File: src/fdr_pkg.sv
// Constants, types and helpers for the fault diagnostic reporter.
// Assumes a 100 MHz clock and an APB master with 32-bit data.
package fdr_pkg;
    localparam int NB            = 4;
    localparam int VW            = 16;
    localparam int SW            = 19;
    localparam int OW            = 7;
    localparam int FW            = 5;
    localparam int CW            = 9;
    localparam int COMM          = 3;
    localparam int CLK_NS        = 10;
    localparam int TICK_NS       = 1000000;
    localparam int TICK_CYC      = (TICK_NS + CLK_NS - 1) / CLK_NS;
    localparam int DM1_PERIOD_MS = 1000;

    localparam logic [11:0] A_CTRL = 12'h000;
    localparam logic [11:0] A_RXTO = 12'h004;
    localparam logic [11:0] A_DM1  = 12'h008;
    localparam logic [2:0]  B_FIRST = 3'h2;
    localparam logic [2:0]  B_LAST  = 3'h5;
    localparam logic [4:0]  F_CFG  = 5'h00;
    localparam logic [4:0]  F_SPN  = 5'h04;
    localparam logic [4:0]  F_LOW  = 5'h08;
    localparam logic [4:0]  F_HIGH = 5'h0c;
    localparam logic [4:0]  F_BAND = 5'h10;
    localparam logic [4:0]  F_DLY  = 5'h14;
    localparam logic [4:0]  F_STAT = 5'h18;

    localparam int C_GEN   = 0;
    localparam int C_LATCH = 1;
    localparam int C_LAMP  = 2;
    localparam int C_FMI   = 4;

    localparam logic [1:0]    LAMP_RST = 2'h1;
    localparam logic [FW-1:0] FMI_RST [NB] = '{5'h01, 5'h04, 5'h00, 5'h13};
    localparam logic [VW-1:0] LOW_RST  = 16'h0000;
    localparam logic [VW-1:0] HIGH_RST = 16'hffff;
    localparam logic [VW-1:0] BAND_RST = 16'h0000;
    localparam logic [VW-1:0] DLY_RST  = 16'h0000;
    localparam logic [VW-1:0] RXTO_RST = 16'h0000;
    localparam logic [SW-1:0] SPN_RST  = 19'h00000;

    typedef enum logic [1:0] {
        S_IDLE = 2'b00,
        S_LOAD = 2'b01,
        S_SEND = 2'b11
    } dm1_state_t;

    function automatic logic fmi_valid(input logic [FW-1:0] f);
        return (f <= 5'h15) || (f == 5'h1f);
    endfunction

    function automatic logic [FW-1:0] fmi_report(input logic [FW-1:0] f, input logic hi);
        logic [FW-1:0] r;
        r = f;
        if (hi) begin
            case (f)
                5'h01:   r = 5'h00;
                5'h04:   r = 5'h03;
                5'h05:   r = 5'h06;
                5'h11:   r = 5'h0f;
                5'h12:   r = 5'h10;
                5'h15:   r = 5'h14;
                default: r = f;
            endcase
        end
        return r;
    endfunction
endpackage

File: src/fault_diagnostic_reporter.sv
// Fault flags, confirmation timers, occurrence counts and DM1 scheduling.
// Assumes an APB master, sample values and link handshakes on clk.
//
// Function
// - Clearing a low or high threshold fault applies a configurable hysteresis band.
// - Per block, a generate setting decides whether active codes are reported.
// - With any block generating, DM1 goes out every second, faults or not.
// - With no active codes, the periodic DM1 says no faults active.
// - A code turning active sends a DM1 at once.
// - The last active code going inactive sends a DM1 at once.
// - More than one active code sends DM1 as multipacket transport.
// - A new fault must last the confirm delay; then active, count up, send.
// - Occurrence counts are kept in storage that survives power loss.
// - By default a cleared fault makes its code previously active.
// - With latching, the code stays active until a DM11 clear request finds the fault gone.
// - Lamp byte uses the selected lamp: protect, amber, red, malfunction.
// - A block with zero suspect parameter number never reports.
// - Changing the suspect parameter number resets its occurrence count.
// - Each fault has a default failure mode; valid codes are 0-21 and 31.
// - A low-fault failure mode gives the high fault its paired code.
// - Any other failure mode is reported for both low and high faults.
// - A receive message missing past its timeout raises lost communication.
// - Supply faults flag below undervoltage and above overvoltage thresholds.
`timescale 1ns/1ps
module fault_diagnostic_reporter #(
    parameter int TICK_CYCLES = fdr_pkg::TICK_CYC
) (
    input  wire logic                     clk,
    input  wire logic                     resetn,
    input  wire logic                     psel,
    input  wire logic                     penable,
    input  wire logic                     pwrite,
    input  wire logic [11:0]              paddr,
    input  wire logic [31:0]              pwdata,
    output logic      [31:0]              prdata,
    output logic                          pready,
    output logic                          pslverr,
    input  wire logic [fdr_pkg::VW-1:0]   sample_value [fdr_pkg::NB],
    input  wire logic                     rx_seen,
    input  wire logic                     dm1_ack,
    output logic                          dm1_req,
    output logic                          dm1_multi,
    output logic      [2:0]               dm1_count,
    output logic      [fdr_pkg::NB-1:0]   dm1_mask,
    output logic      [7:0]               dm1_lamp,
    input  wire logic [1:0]               dtc_sel,
    output logic      [fdr_pkg::SW-1:0]   dtc_spn,
    output logic      [fdr_pkg::FW-1:0]   dtc_fmi,
    output logic      [fdr_pkg::OW-1:0]   dtc_oc,
    input  wire logic                     nv_load,
    input  wire logic [1:0]               nv_load_idx,
    input  wire logic [fdr_pkg::OW-1:0]   nv_load_count,
    output logic                          nv_store,
    output logic      [1:0]               nv_store_idx,
    output logic      [fdr_pkg::OW-1:0]   nv_store_count
);
    import fdr_pkg::*;

    logic [1:0]    rsync_r;
    logic          rst_n;
    logic [16:0]   div_r, div_nxt;
    logic          tick;
    logic [CW-1:0] cfg_r [NB], cfg_nxt [NB];
    logic [SW-1:0] spn_r [NB], spn_nxt [NB];
    logic [VW-1:0] low_r [NB], low_nxt [NB];
    logic [VW-1:0] high_r [NB], high_nxt [NB];
    logic [VW-1:0] band_r [NB], band_nxt [NB];
    logic [VW-1:0] dly_r [NB], dly_nxt [NB];
    logic [VW-1:0] cnt_r [NB], cnt_nxt [NB];
    logic [OW-1:0] occ_r [NB], occ_nxt [NB];
    logic [NB-1:0] flag_r, flag_nxt, hi_r, hi_nxt, act_r, act_nxt;
    logic [NB-1:0] prev_r, prev_nxt, pend_r, pend_nxt, dirty_r, dirty_nxt;
    logic [NB-1:0] rep_r, rep_nxt;
    logic [VW-1:0] rxto_r, rxto_nxt, rxcnt_r, rxcnt_nxt;
    logic [9:0]    sec_r, sec_nxt;
    logic          spend_r, spend_nxt;
    dm1_state_t    st_r, st_nxt;
    logic          multi_nxt;
    logic [2:0]    count_nxt;
    logic [NB-1:0] mask_nxt;
    logic [7:0]    lamp_nxt;
    logic [31:0]   prdata_nxt;
    logic          err_r, err_nxt;
    logic          nvs_nxt;
    logic [1:0]    nvi_nxt;
    logic [OW-1:0] nvc_nxt;
    logic [SW-1:0] dspn_nxt;
    logic [FW-1:0] dfmi_nxt;
    logic [OW-1:0] doc_nxt;
    logic          setup, wr, ingl, inblk, dm11, rx_lost, per_evt, any_gen;
    logic [1:0]    bidx;
    logic [2:0]    bsel;
    logic [VW-1:0] hclr;
    logic [VW:0]   lclr;

    // Reset is released through two flip-flops so that its removal is synchronous
    always_ff @(posedge clk or negedge resetn) begin
        if (!resetn) begin
            rsync_r <= 2'b00;
        end else begin
            rsync_r <= {rsync_r[0], 1'b1};
        end
    end
    assign rst_n = rsync_r[1];

    assign tick    = (div_r == 17'(TICK_CYCLES - 1));
    assign setup   = psel && !penable;
    assign wr      = psel && penable && pwrite && !err_r;
    assign bsel    = paddr[7:5] - B_FIRST;
    assign bidx    = bsel[1:0];
    assign inblk   = (paddr[11:8] == 4'h0) && (paddr[7:5] >= B_FIRST) && (paddr[7:5] <= B_LAST)
                     && (paddr[4:0] <= F_STAT) && (paddr[1:0] == 2'b00);
    assign ingl    = (paddr == A_CTRL) || (paddr == A_RXTO) || (paddr == A_DM1);
    assign dm11    = wr && (paddr == A_CTRL) && pwdata[0];
    assign rx_lost = (rxto_r != '0) && (rxcnt_r >= rxto_r);
    assign pready  = 1'b1;
    assign pslverr = psel && penable && err_r;
    assign dm1_req = (st_r == S_SEND);

    always_comb begin
        div_nxt   = tick ? '0 : div_r + 17'h1;
        rxto_nxt  = rxto_r;
        rxcnt_nxt = rxcnt_r;
        if (rx_seen) begin
            rxcnt_nxt = '0;
        end else if (tick && (rxcnt_r != 16'hffff)) begin
            rxcnt_nxt = rxcnt_r + 16'h1;
        end
        if (wr && (paddr == A_RXTO)) begin
            rxto_nxt = pwdata[VW-1:0];
        end
        flag_nxt  = flag_r;
        hi_nxt    = hi_r;
        act_nxt   = act_r;
        prev_nxt  = prev_r;
        pend_nxt  = pend_r;
        dirty_nxt = dirty_r;
        hclr      = '0;
        lclr      = '0;
        // One count leaves per cycle; lowest dirty block first
        nvs_nxt = 1'b0;
        nvi_nxt = 2'h0;
        nvc_nxt = '0;
        for (int b = NB - 1; b >= 0; b--) begin
            if (dirty_r[b]) begin
                nvs_nxt = 1'b1;
                nvi_nxt = 2'(b);
            end
        end
        nvc_nxt = occ_r[nvi_nxt];
        if (nvs_nxt) begin
            dirty_nxt[nvi_nxt] = 1'b0;
        end
        for (int b = 0; b < NB; b++) begin
            cfg_nxt[b]  = cfg_r[b];
            spn_nxt[b]  = spn_r[b];
            low_nxt[b]  = low_r[b];
            high_nxt[b] = high_r[b];
            band_nxt[b] = band_r[b];
            dly_nxt[b]  = dly_r[b];
            cnt_nxt[b]  = cnt_r[b];
            occ_nxt[b]  = occ_r[b];
            hclr = (high_r[b] > band_r[b]) ? high_r[b] - band_r[b] : '0;
            lclr = {1'b0, low_r[b]} + {1'b0, band_r[b]};
            if (b == COMM) begin
                flag_nxt[b] = rx_lost;
                hi_nxt[b]   = 1'b1;
            end else if (!flag_r[b]) begin
                if (sample_value[b] > high_r[b]) begin
                    flag_nxt[b] = 1'b1;
                    hi_nxt[b]   = 1'b1;
                end else if (sample_value[b] < low_r[b]) begin
                    flag_nxt[b] = 1'b1;
                    hi_nxt[b]   = 1'b0;
                end
            end else if (hi_r[b]) begin
                if (sample_value[b] <= hclr) begin
                    flag_nxt[b] = 1'b0;
                end
            end else if ({1'b0, sample_value[b]} >= lclr) begin
                flag_nxt[b] = 1'b0;
            end
            if (flag_nxt[b] && !act_r[b] && !pend_r[b]) begin
                pend_nxt[b] = 1'b1;
                cnt_nxt[b]  = dly_r[b];
            end else if (pend_r[b]) begin
                if (!flag_nxt[b]) begin
                    pend_nxt[b] = 1'b0;
                end else if (cnt_r[b] == '0) begin
                    pend_nxt[b] = 1'b0;
                    act_nxt[b]  = 1'b1;
                    prev_nxt[b] = 1'b0;
                    if (occ_r[b] != '1) begin
                        occ_nxt[b] = occ_r[b] + 7'h1;
                    end
                    dirty_nxt[b] = 1'b1;
                end else if (tick) begin
                    cnt_nxt[b] = cnt_r[b] - 16'h1;
                end
            end
            // A still-present fault survives a clear request; only gone faults retire
            if (act_r[b] && !flag_r[b] && (!cfg_r[b][C_LATCH] || dm11)) begin
                act_nxt[b]  = 1'b0;
                prev_nxt[b] = 1'b1;
            end
            if (nv_load && (nv_load_idx == 2'(b))) begin
                occ_nxt[b] = nv_load_count;
            end
            if (wr && inblk && (bidx == 2'(b))) begin
                case (paddr[4:0])
                    F_CFG: begin
                        cfg_nxt[b][C_FMI-1:0] = pwdata[C_FMI-1:0];
                        if (fmi_valid(pwdata[C_FMI+FW-1:C_FMI])) begin
                            cfg_nxt[b][CW-1:C_FMI] = pwdata[C_FMI+FW-1:C_FMI];
                        end
                    end
                    F_SPN: begin
                        spn_nxt[b] = pwdata[SW-1:0];
                        if (pwdata[SW-1:0] != spn_r[b]) begin
                            occ_nxt[b]   = '0;
                            dirty_nxt[b] = 1'b1;
                        end
                    end
                    F_LOW:   low_nxt[b]  = pwdata[VW-1:0];
                    F_HIGH:  high_nxt[b] = pwdata[VW-1:0];
                    F_BAND:  band_nxt[b] = pwdata[VW-1:0];
                    F_DLY:   dly_nxt[b]  = pwdata[VW-1:0];
                    default: ;
                endcase
            end
            rep_nxt[b] = act_nxt[b] && cfg_nxt[b][C_GEN] && (spn_nxt[b] != '0);
        end
        any_gen = 1'b0;
        for (int b = 0; b < NB; b++) begin
            any_gen = any_gen | cfg_r[b][C_GEN];
        end
        per_evt = 1'b0;
        sec_nxt = sec_r;
        if (!any_gen) begin
            sec_nxt = '0;
        end else if (tick) begin
            if (sec_r == 10'(DM1_PERIOD_MS - 1)) begin
                sec_nxt = '0;
                per_evt = 1'b1;
            end else begin
                sec_nxt = sec_r + 10'h1;
            end
        end
        st_nxt    = st_r;
        spend_nxt = spend_r;
        multi_nxt = dm1_multi;
        count_nxt = dm1_count;
        mask_nxt  = dm1_mask;
        lamp_nxt  = dm1_lamp;
        case (st_r)
            S_IDLE: begin
                if (spend_r) begin
                    spend_nxt = 1'b0;
                    st_nxt    = S_LOAD;
                end
            end
            S_LOAD: begin
                mask_nxt  = rep_r;
                count_nxt = '0;
                lamp_nxt  = '0;
                for (int b = 0; b < NB; b++) begin
                    if (rep_r[b]) begin
                        count_nxt = count_nxt + 3'h1;
                        lamp_nxt[{cfg_r[b][C_LAMP+1:C_LAMP], 1'b0}] = 1'b1;
                    end
                end
                multi_nxt = (count_nxt > 3'h1);
                st_nxt    = S_SEND;
            end
            S_SEND: begin
                if (dm1_ack) begin
                    st_nxt = S_IDLE;
                end
            end
            default: st_nxt = S_IDLE;
        endcase
        // A new event in the launch cycle re-arms the request instead of being lost
        if (((rep_nxt & ~rep_r) != '0) || ((rep_r != '0) && (rep_nxt == '0)) || per_evt) begin
            spend_nxt = 1'b1;
        end
        dspn_nxt = spn_r[dtc_sel];
        dfmi_nxt = fmi_report(cfg_r[dtc_sel][CW-1:C_FMI], hi_r[dtc_sel]);
        doc_nxt  = occ_r[dtc_sel];
        prdata_nxt = prdata;
        err_nxt    = err_r;
        if (setup) begin
            err_nxt    = !(ingl || inblk);
            prdata_nxt = '0;
            if (paddr == A_RXTO) begin
                prdata_nxt[VW-1:0] = rxto_r;
            end else if (paddr == A_DM1) begin
                prdata_nxt = {10'h0, st_r, dm1_lamp, dm1_mask, dm1_multi, dm1_count, rep_r};
            end else if (inblk) begin
                case (paddr[4:0])
                    F_CFG:  prdata_nxt[CW-1:0] = cfg_r[bidx];
                    F_SPN:  prdata_nxt[SW-1:0] = spn_r[bidx];
                    F_LOW:  prdata_nxt[VW-1:0] = low_r[bidx];
                    F_HIGH: prdata_nxt[VW-1:0] = high_r[bidx];
                    F_BAND: prdata_nxt[VW-1:0] = band_r[bidx];
                    F_DLY:  prdata_nxt[VW-1:0] = dly_r[bidx];
                    F_STAT: prdata_nxt[24:0] = {occ_r[bidx], cnt_r[bidx][6:0],
                                fmi_report(cfg_r[bidx][CW-1:C_FMI], hi_r[bidx]), rep_r[bidx],
                                pend_r[bidx], prev_r[bidx], act_r[bidx], hi_r[bidx], flag_r[bidx]};
                    default: prdata_nxt = '0;
                endcase
            end
        end
    end

    always_ff @(posedge clk or negedge rst_n) begin
        if (!rst_n) begin
            div_r   <= '0;
            rxto_r  <= RXTO_RST;
            rxcnt_r <= '0;
            for (int b = 0; b < NB; b++) begin
                cfg_r[b]  <= {FMI_RST[b], LAMP_RST, 2'b00};
                spn_r[b]  <= SPN_RST;
                low_r[b]  <= LOW_RST;
                high_r[b] <= HIGH_RST;
                band_r[b] <= BAND_RST;
                dly_r[b]  <= DLY_RST;
                cnt_r[b]  <= '0;
                occ_r[b]  <= '0;
            end
            {flag_r, hi_r, act_r, prev_r} <= '0;
            {pend_r, dirty_r, rep_r}      <= '0;
            sec_r     <= '0;
            spend_r   <= 1'b0;
            st_r      <= S_IDLE;
            dm1_multi <= 1'b0;
            dm1_count <= '0;
            dm1_mask  <= '0;
            dm1_lamp  <= '0;
            prdata    <= '0;
            err_r     <= 1'b0;
            nv_store       <= 1'b0;
            nv_store_idx   <= '0;
            nv_store_count <= '0;
            dtc_spn <= '0;
            dtc_fmi <= '0;
            dtc_oc  <= '0;
        end else begin
            div_r   <= div_nxt;
            rxto_r  <= rxto_nxt;
            rxcnt_r <= rxcnt_nxt;
            cfg_r   <= cfg_nxt;
            spn_r   <= spn_nxt;
            low_r   <= low_nxt;
            high_r  <= high_nxt;
            band_r  <= band_nxt;
            dly_r   <= dly_nxt;
            cnt_r   <= cnt_nxt;
            occ_r   <= occ_nxt;
            {flag_r, hi_r, act_r, prev_r} <= {flag_nxt, hi_nxt, act_nxt, prev_nxt};
            {pend_r, dirty_r, rep_r}      <= {pend_nxt, dirty_nxt, rep_nxt};
            sec_r     <= sec_nxt;
            spend_r   <= spend_nxt;
            st_r      <= st_nxt;
            dm1_multi <= multi_nxt;
            dm1_count <= count_nxt;
            dm1_mask  <= mask_nxt;
            dm1_lamp  <= lamp_nxt;
            prdata    <= prdata_nxt;
            err_r     <= err_nxt;
            nv_store       <= nvs_nxt;
            nv_store_idx   <= nvi_nxt;
            nv_store_count <= nvc_nxt;
            dtc_spn <= dspn_nxt;
            dtc_fmi <= dfmi_nxt;
            dtc_oc  <= doc_nxt;
        end
    end
endmodule

File: config.mk
export PLATFORM = sky130hd
export DESIGN_NAME = fault_diagnostic_reporter
export DESIGN_NICKNAME = d
export VERILOG_FILES = /design/src/fdr_pkg.sv /design/src/fault_diagnostic_reporter.sv
export SDC_FILE = /design/constraint.sdc
export NUM_CORES = 2
export LEC_CHECK = 0
export ABC_AREA = 1
export BUFFER_PORTS_ARGS = -buffer_cell sky130_fd_sc_hd__buf_2
export CAP_MARGIN = 20
export CORE_MARGIN = 5
export CORE_UTILIZATION = 45
export DETAILED_ROUTE_END_ITERATION = 8
export SYNTH_ARGS = -nofsm -noshare
export SYNTH_HDL_FRONTEND = slang
export SYNTH_SLANG_ARGS = --single-unit
File: constraint.sdc
create_clock -name clk -period 17.8 [get_ports clk]
set_input_delay 0.89 -clock clk [delete_from_list [all_inputs] [get_ports clk]]
set_output_delay 0.89 -clock clk [all_outputs]
set_load 0.01 [all_outputs]
Yosys cells after proc, flatten, opt, wreduce, memory -nomap -nowiden
Index checks and enable logic that the tools add are counted.
Widths: inputs -> output; s select.
{"block": "totals", "reg_bits": 642, "latch_bits": 0, "ramBits": 0, "rom_bits": 0, "input_bits": 127, "out_inout_bits": 92, "elab_cells": 655, "mem_count": 0}
{"block": "op_classes", "add_sub_neg": 21, "n_mul": 0, "n_div": 0, "n_lt_le_gt_ge": 36, "n_eq_ne": 51, "n_shift": 0, "muxes": 293, "bitwise_logic": 16, "n_reduce_logical": 166}
{"operator": "$mux 16", "count": 35}
{"operator": "$mux 7", "count": 45}
{"operator": "$mux 19", "count": 12}
{"operator": "$bmux 16 s2", "count": 5}
{"operator": "$mux 1", "count": 138}
{"operator": "$gt 16x16->1", "count": 6}
{"operator": "$bmux 19 s2", "count": 2}
{"operator": "$ne 19x19->1", "count": 4}
{"operator": "$reduce_bool 19->1", "count": 4}
{"operator": "$logic_not 16->1", "count": 4}
{"operator": "$sub 16x1->16 const B", "count": 4}
{"operator": "$pmux 9 s7", "count": 1}
{"operator": "$pmux 5 s6", "count": 2}
{"operator": "$reduce_bool 2->1", "count": 29}
{"operator": "$logic_and 1x1->1", "count": 53}
{"operator": "$add 16x16->17", "count": 3}
{"operator": "$ge 16x17->1", "count": 3}
{"operator": "$eq 5x5->1 const B", "count": 10}
{"operator": "$mux 25", "count": 2}
{"operator": "$le 16x16->1", "count": 3}
{"operator": "$lt 16x16->1", "count": 3}
{"operator": "$mux 8", "count": 6}
{"operator": "$reduce_and 2->1", "count": 24}
{"operator": "$sub 16x16->16", "count": 3}
{"operator": "other kinds (60)", "count": 182}

Depth between registers and ports, before layout
{"block": "logic_depth", "depth_word": 18, "mapped_depth": 36, "depth_no_buf": 36}

Worst setup path before layout
Ideal clock, no wire load.
{"block": "synth_timing", "path_type": "register to register", "from": "register high_r[48] (netlist bit)", "to": "register cnt_r[59] (netlist bit)", "setup_time_ns": 0.130, "arrival_time_ns": 4.350, "required_time_ns": 17.670, "setup_slack_ns": 13.320, "stages_incl_launch_ff": 31, "path_buffers": 3, "synth_period_minus_slack_ns": 4.480, "cell_sequence": "dfstp_2 > inv_1 > ha_1 > inv_1 > fa_1 > inv_1 > o21ai_0 > a21oi_1 > o21ai_0 > nand3_1 > nand2_1 > inv_1 > o21ai_0 > nand2_1 > inv_1 > clkbuf_1 > nand3_1 > ha_1 > nand2_1 > nor4_1 > nand2_1 > nand2_1 > nand2_1 > a21oi_1 > nand2_1 > nand2_1 > nand2_1 > a21oi_1 > clkbuf_1 > buf_2 > o22ai_1"}
{"block": "synth_between", "elab_chain_len": 10, "elab_cells_between_ends": 17, "cone_classes": "add/sub (1); order compare (3); eq/ne (1); mux (6); reduce/logical (6)"}
{"element": "start: declaration", "line_no": "fault_diagnostic_reporter.sv:66", "text": "logic [VW-1:0] high_r [NB], high_nxt [NB];"}
{"element": "start signal: assignment", "line_no": "fault_diagnostic_reporter.sv:354", "text": "high_r <= high_nxt;"}
{"element": "$sub 16x16->16 or $gt 16x16->1 (tied branches)", "line_no": "fault_diagnostic_reporter.sv:163", "text": "hclr = (high_r[b] > band_r[b]) ? high_r[b] - band_r[b] : '0;"}
{"element": "$mux 16", "line_no": "fault_diagnostic_reporter.sv:163"}
{"element": "$le 16x16->1", "line_no": "fault_diagnostic_reporter.sv:177", "text": "if (sample_value[b] <= hclr) begin"}
{"element": "$mux 1", "line_no": "fault_diagnostic_reporter.sv:177"}
{"element": "$mux 1", "line_no": "fault_diagnostic_reporter.sv:176", "text": "end else if (hi_r[b]) begin"}
{"element": "$mux 1 *", "line_no": "fault_diagnostic_reporter.sv:168", "text": "end else if (!flag_r[b]) begin"}
{"element": "net flag_nxt[0]", "line_no": "fault_diagnostic_reporter.sv:71", "text": "logic [NB-1:0] flag_r, flag_nxt, hi_r, hi_nxt, act_r, act_nxt;"}
{"element": "$logic_and 1x1->1 (2 in series)", "line_no": "fault_diagnostic_reporter.sv:183", "text": "if (flag_nxt[b] && !act_r[b] && !pend_r[b]) begin"}
{"element": "$ne 2x2->1 (no source line) or $reduce_bool 2->1 (tied branches)"}
{"element": "$reduce_and 4->1 (no source line)"}
{"element": "end signal: assignment", "line_no": "fault_diagnostic_reporter.sv:357", "text": "cnt_r <= cnt_nxt;"}
{"element": "end: declaration", "line_no": "fault_diagnostic_reporter.sv:69", "text": "logic [VW-1:0] cnt_r [NB], cnt_nxt [NB];"}
The timed path passes the listed nets; every way through them passes the cells marked *.
A chain may end at the register's enable or synchronous reset.

Worst setup path after layout
{"block": "layout_timing", "from": "register high_r[16] (netlist bit)", "to": "register cnt_r[24] (netlist bit)"}
The elaborated chain is that of the path after synthesis.

==> impl_metrics.yaml <==
clock_tree:
  clk_pin_slew_ns: 0.06
  htreeDepth: 3
  post_cts_resized: 0
  cts_setup_buffers: 0
  cts_sinks: 631
  clk_latency_ns: 0.65
  cts_tree: "yes"
  hold_buffers: 0
  numCtsBuffers: 74
  ctsLongestPathBuffers: 3
  root_buffer: "clkbuf_16"
placed_design:
  port_buffers: 177
  post_dp_cell_area_sq_mm: 0.0439
  gp_congestion: 0.959
  post-dp-hpwl_um: 118000
detailed_routing:
  wl_per_cell_um: 22.8
  vias_per_cell: 5.74
  vias: 40200
  first_pass_iters: 7
  ant_nets: 0
  drtIter0Drc: 4550
  wl_um: 160000
  drc: 0
cells_and_area:
  drive_gt1_share_pct: 8.31
  stdcell_area_sq_mm: 0.0464
  final_common_cell: "nand2_1"
  area_growth_pct: 10.8
  final_cell_mix: "nand2_1, o21ai_0, inv_1"
  fin_nets: 6135
worst_setup_path:
  cp-startpoint: "high_r[16]"
  path_max_fanout: 23
  critical_path_class: "reg2reg"
  cp-end-kind: "flip-flop"
  cpMostUsedCell: "nand2_1"
  r2r-start: "high_r[16]"
  crit_required_ns: 18.29
  critPathMaxStageDelay_ns: 0.55
  reg2reg_depth: 32
  crit_slowest_cell: "dfstp_2"
  crit_path_start_kind: "flip-flop"
  worstPathArrival_ns: 6.92
grt:
  antenna_found_initial: 13
  grt_pass1_vias: 36900
  grt_pass1_wl_um: 236000
  grt_overflow: 0
  grt.total_usage_pct: 31.3
  grt_max_degree: 162
timing:
  fmax_mhz: 156
  rsz0062_at_grt: "false"
  fin_tns_setup_ns: 0
  clock_skew_ns: 0.0309
  hold_viol: 0
  setup_viol: 0
  worst_pin_slew_ns: 1.19
  fin_hold_ws_ns: 0.0339
  relSlewSlack_pct: 20.6
  finalCriticalPeriod_ns: 6.43
  slew_violations: 0
  post-route-period-util_pct: 36.1
power:
  power_leakage_nw: 22.0
  vdd_drop_max_mv: 0.0543
  power_density_mw_per_mm2: 86.8
die:
  floorplan.initialDensity_pct: 45.5
  die_height_um: 315
  coreArea_sq_mm: 0.0921
  pin_count: 219
  die_area_sq_mm: 0.0993
  rows: 111
  die_w_um: 315
logic_synthesis:
  ys_seq_elements: 631
  yosysTopAreaCellShare_pct: 33.3
  syn_area_sq_mm: 0.0419
  synth_edf_count: 0
  yosysTopAreaCell: "dfrtp_1"
  async_reset_ff_share_pct: 100
  ys_types: 60
  seq_area_frac_synth_pct: 37.9
  yosys-top-cells-area: "dfrtp_1, nand2_1, ha_1, o21ai_0, inv_1"
  netlist_instances: 5599
  yosys_most_used_dff: "dfrtp_1"
  avgSynthCellArea_sq_um: 7.48
  ys.warnings.count: 0
flow_run:
  drv_cap: 0
hold_path:
  hold_class: "in2async"
outcome:
  status: "completed"
metal layers:
layer	wire, um	global-route usage [%]	vias to the layer above
met5	41	0	-
met4	7350	12.3	6
met3	16700	8.07	337
met2	66800	45.7	1789
met1	68800	44.4	19100
li1	-	-	18900
flip-flops by register name (all words and copies together), names as in the netlist, 5 cells and up:
| signal | cells |
|---|---|
| low_r | 64 |
| nv_store_count | 7 |
| rxto_r | 16 |
| div_r | 17 |
| band_r | 64 |
| occ_r | 28 |
| dtc_oc | 7 |
| spn_r | 76 |
| dtc_spn | 19 |
| rxcnt_r | 16 |
| high_r | 64 |
| dly_r | 64 |
| dtc_fmi | 5 |
| sec_r | 10 |
| cfg_r | 36 |
| prdata | 25 |
| cnt_r | 64 |
stage by stage:
| stage | instances | worst slack [ns] | power (W) | utilization (%) |
|---|---|---|---|---|
| 2_1_floorplan | 5611 | 7.61 | 0.00219 | - |
| 3_3_place_gp | 6848 | 11.59 | 0.00248 | 47.6 |
| 3_5_place_dp | 6850 | 11.53 | 0.00249 | 47.7 |
| 4_1_cts | 6983 | 11.51 | 0.00402 | 50.3 |
| 5_1_grt | 6986 | 10.72 | 0.00420 | 50.4 |
| 6_report | 6994 | 11.37 | 0.00403 | 50.4 |
worst paths after layout:
check | slack [ns] | endpoint
max | 11.37 | cnt_r[24]
min | 0.03 | rsync_r[1]
max reg2reg | 11.37 | cnt_r[24]
min reg2reg | 0.24 | spn_r[51]
max in group asynchronous | 13.95 | dly_r[59]
min in group clk | 0.35 | rsync_r[1]
cells by family (layout without fill, tap and decap cells):
family,after synthesis,count (layout),synth area share [%]
compound gates,1468,1468,19.7
xor+xnor,172,172,3.60
buf+inv,943,1075,8.67
simple gates,2061,2061,20.4
other cells,2,22,0.0179
flops,631,631,37.9
fa+ha+maj,322,322,9.73
layout make-up:
| class | instances | area (sq um) |
|---|---|---|
| fillers | 9145 | 45700 |
| multi-input cells | 4037 | 22500 |
| flip-flops and latches | 631 | 15900 |
| inverters | 711 | 2670 |
| clock buffers | 110 | 2150 |
| well taps | 1243 | 1560 |
| repair buffers | 231 | 1420 |
| clock inverters | 23 | 238 |
| diodes | 8 | 20.0 |
worst max-delay path: cells and delay by family, from the launching register on:
family | cells | cell delay, ns
adder cells (fa/ha/maj) | 3 | 0.67
buffers and inverters | 6 | 1.15
AND/OR/NAND/NOR | 14 | 2.34
AO/OA/AOI/OAI | 9 | 1.57
flip-flops | 1 | 0.55
cell usage after synthesis (18+ instances only):
| library cell | n |
|---|---|
| a211oi_1 | 18 |
| a21oi_1 | 332 |
| a22oi_1 | 60 |
| a31oi_1 | 34 |
| buf_2 | 28 |
| clkbuf_1 | 177 |
| dfrtp_1 | 558 |
| dfstp_2 | 73 |
| ha_1 | 316 |
| inv_1 | 698 |
| nand2_1 | 1296 |
| nand3_1 | 175 |
| nand4_1 | 64 |
| nor2_1 | 353 |
| nor3_1 | 77 |
| nor4_1 | 37 |
| o211ai_1 | 52 |
| o21ai_0 | 740 |
| o221ai_1 | 29 |
| o22ai_1 | 103 |
| or2_2 | 23 |
| xnor2_1 | 58 |
| xor2_1 | 114 |
report_power, final:
group	internal (W)	total, W	switching [W]
clock	0.000882	0.00154	0.000653
sequential	0.00154	0.00165	0.000110
combinational	0.000250	0.000845	0.000595
Power figures use the tool's default switching activity.
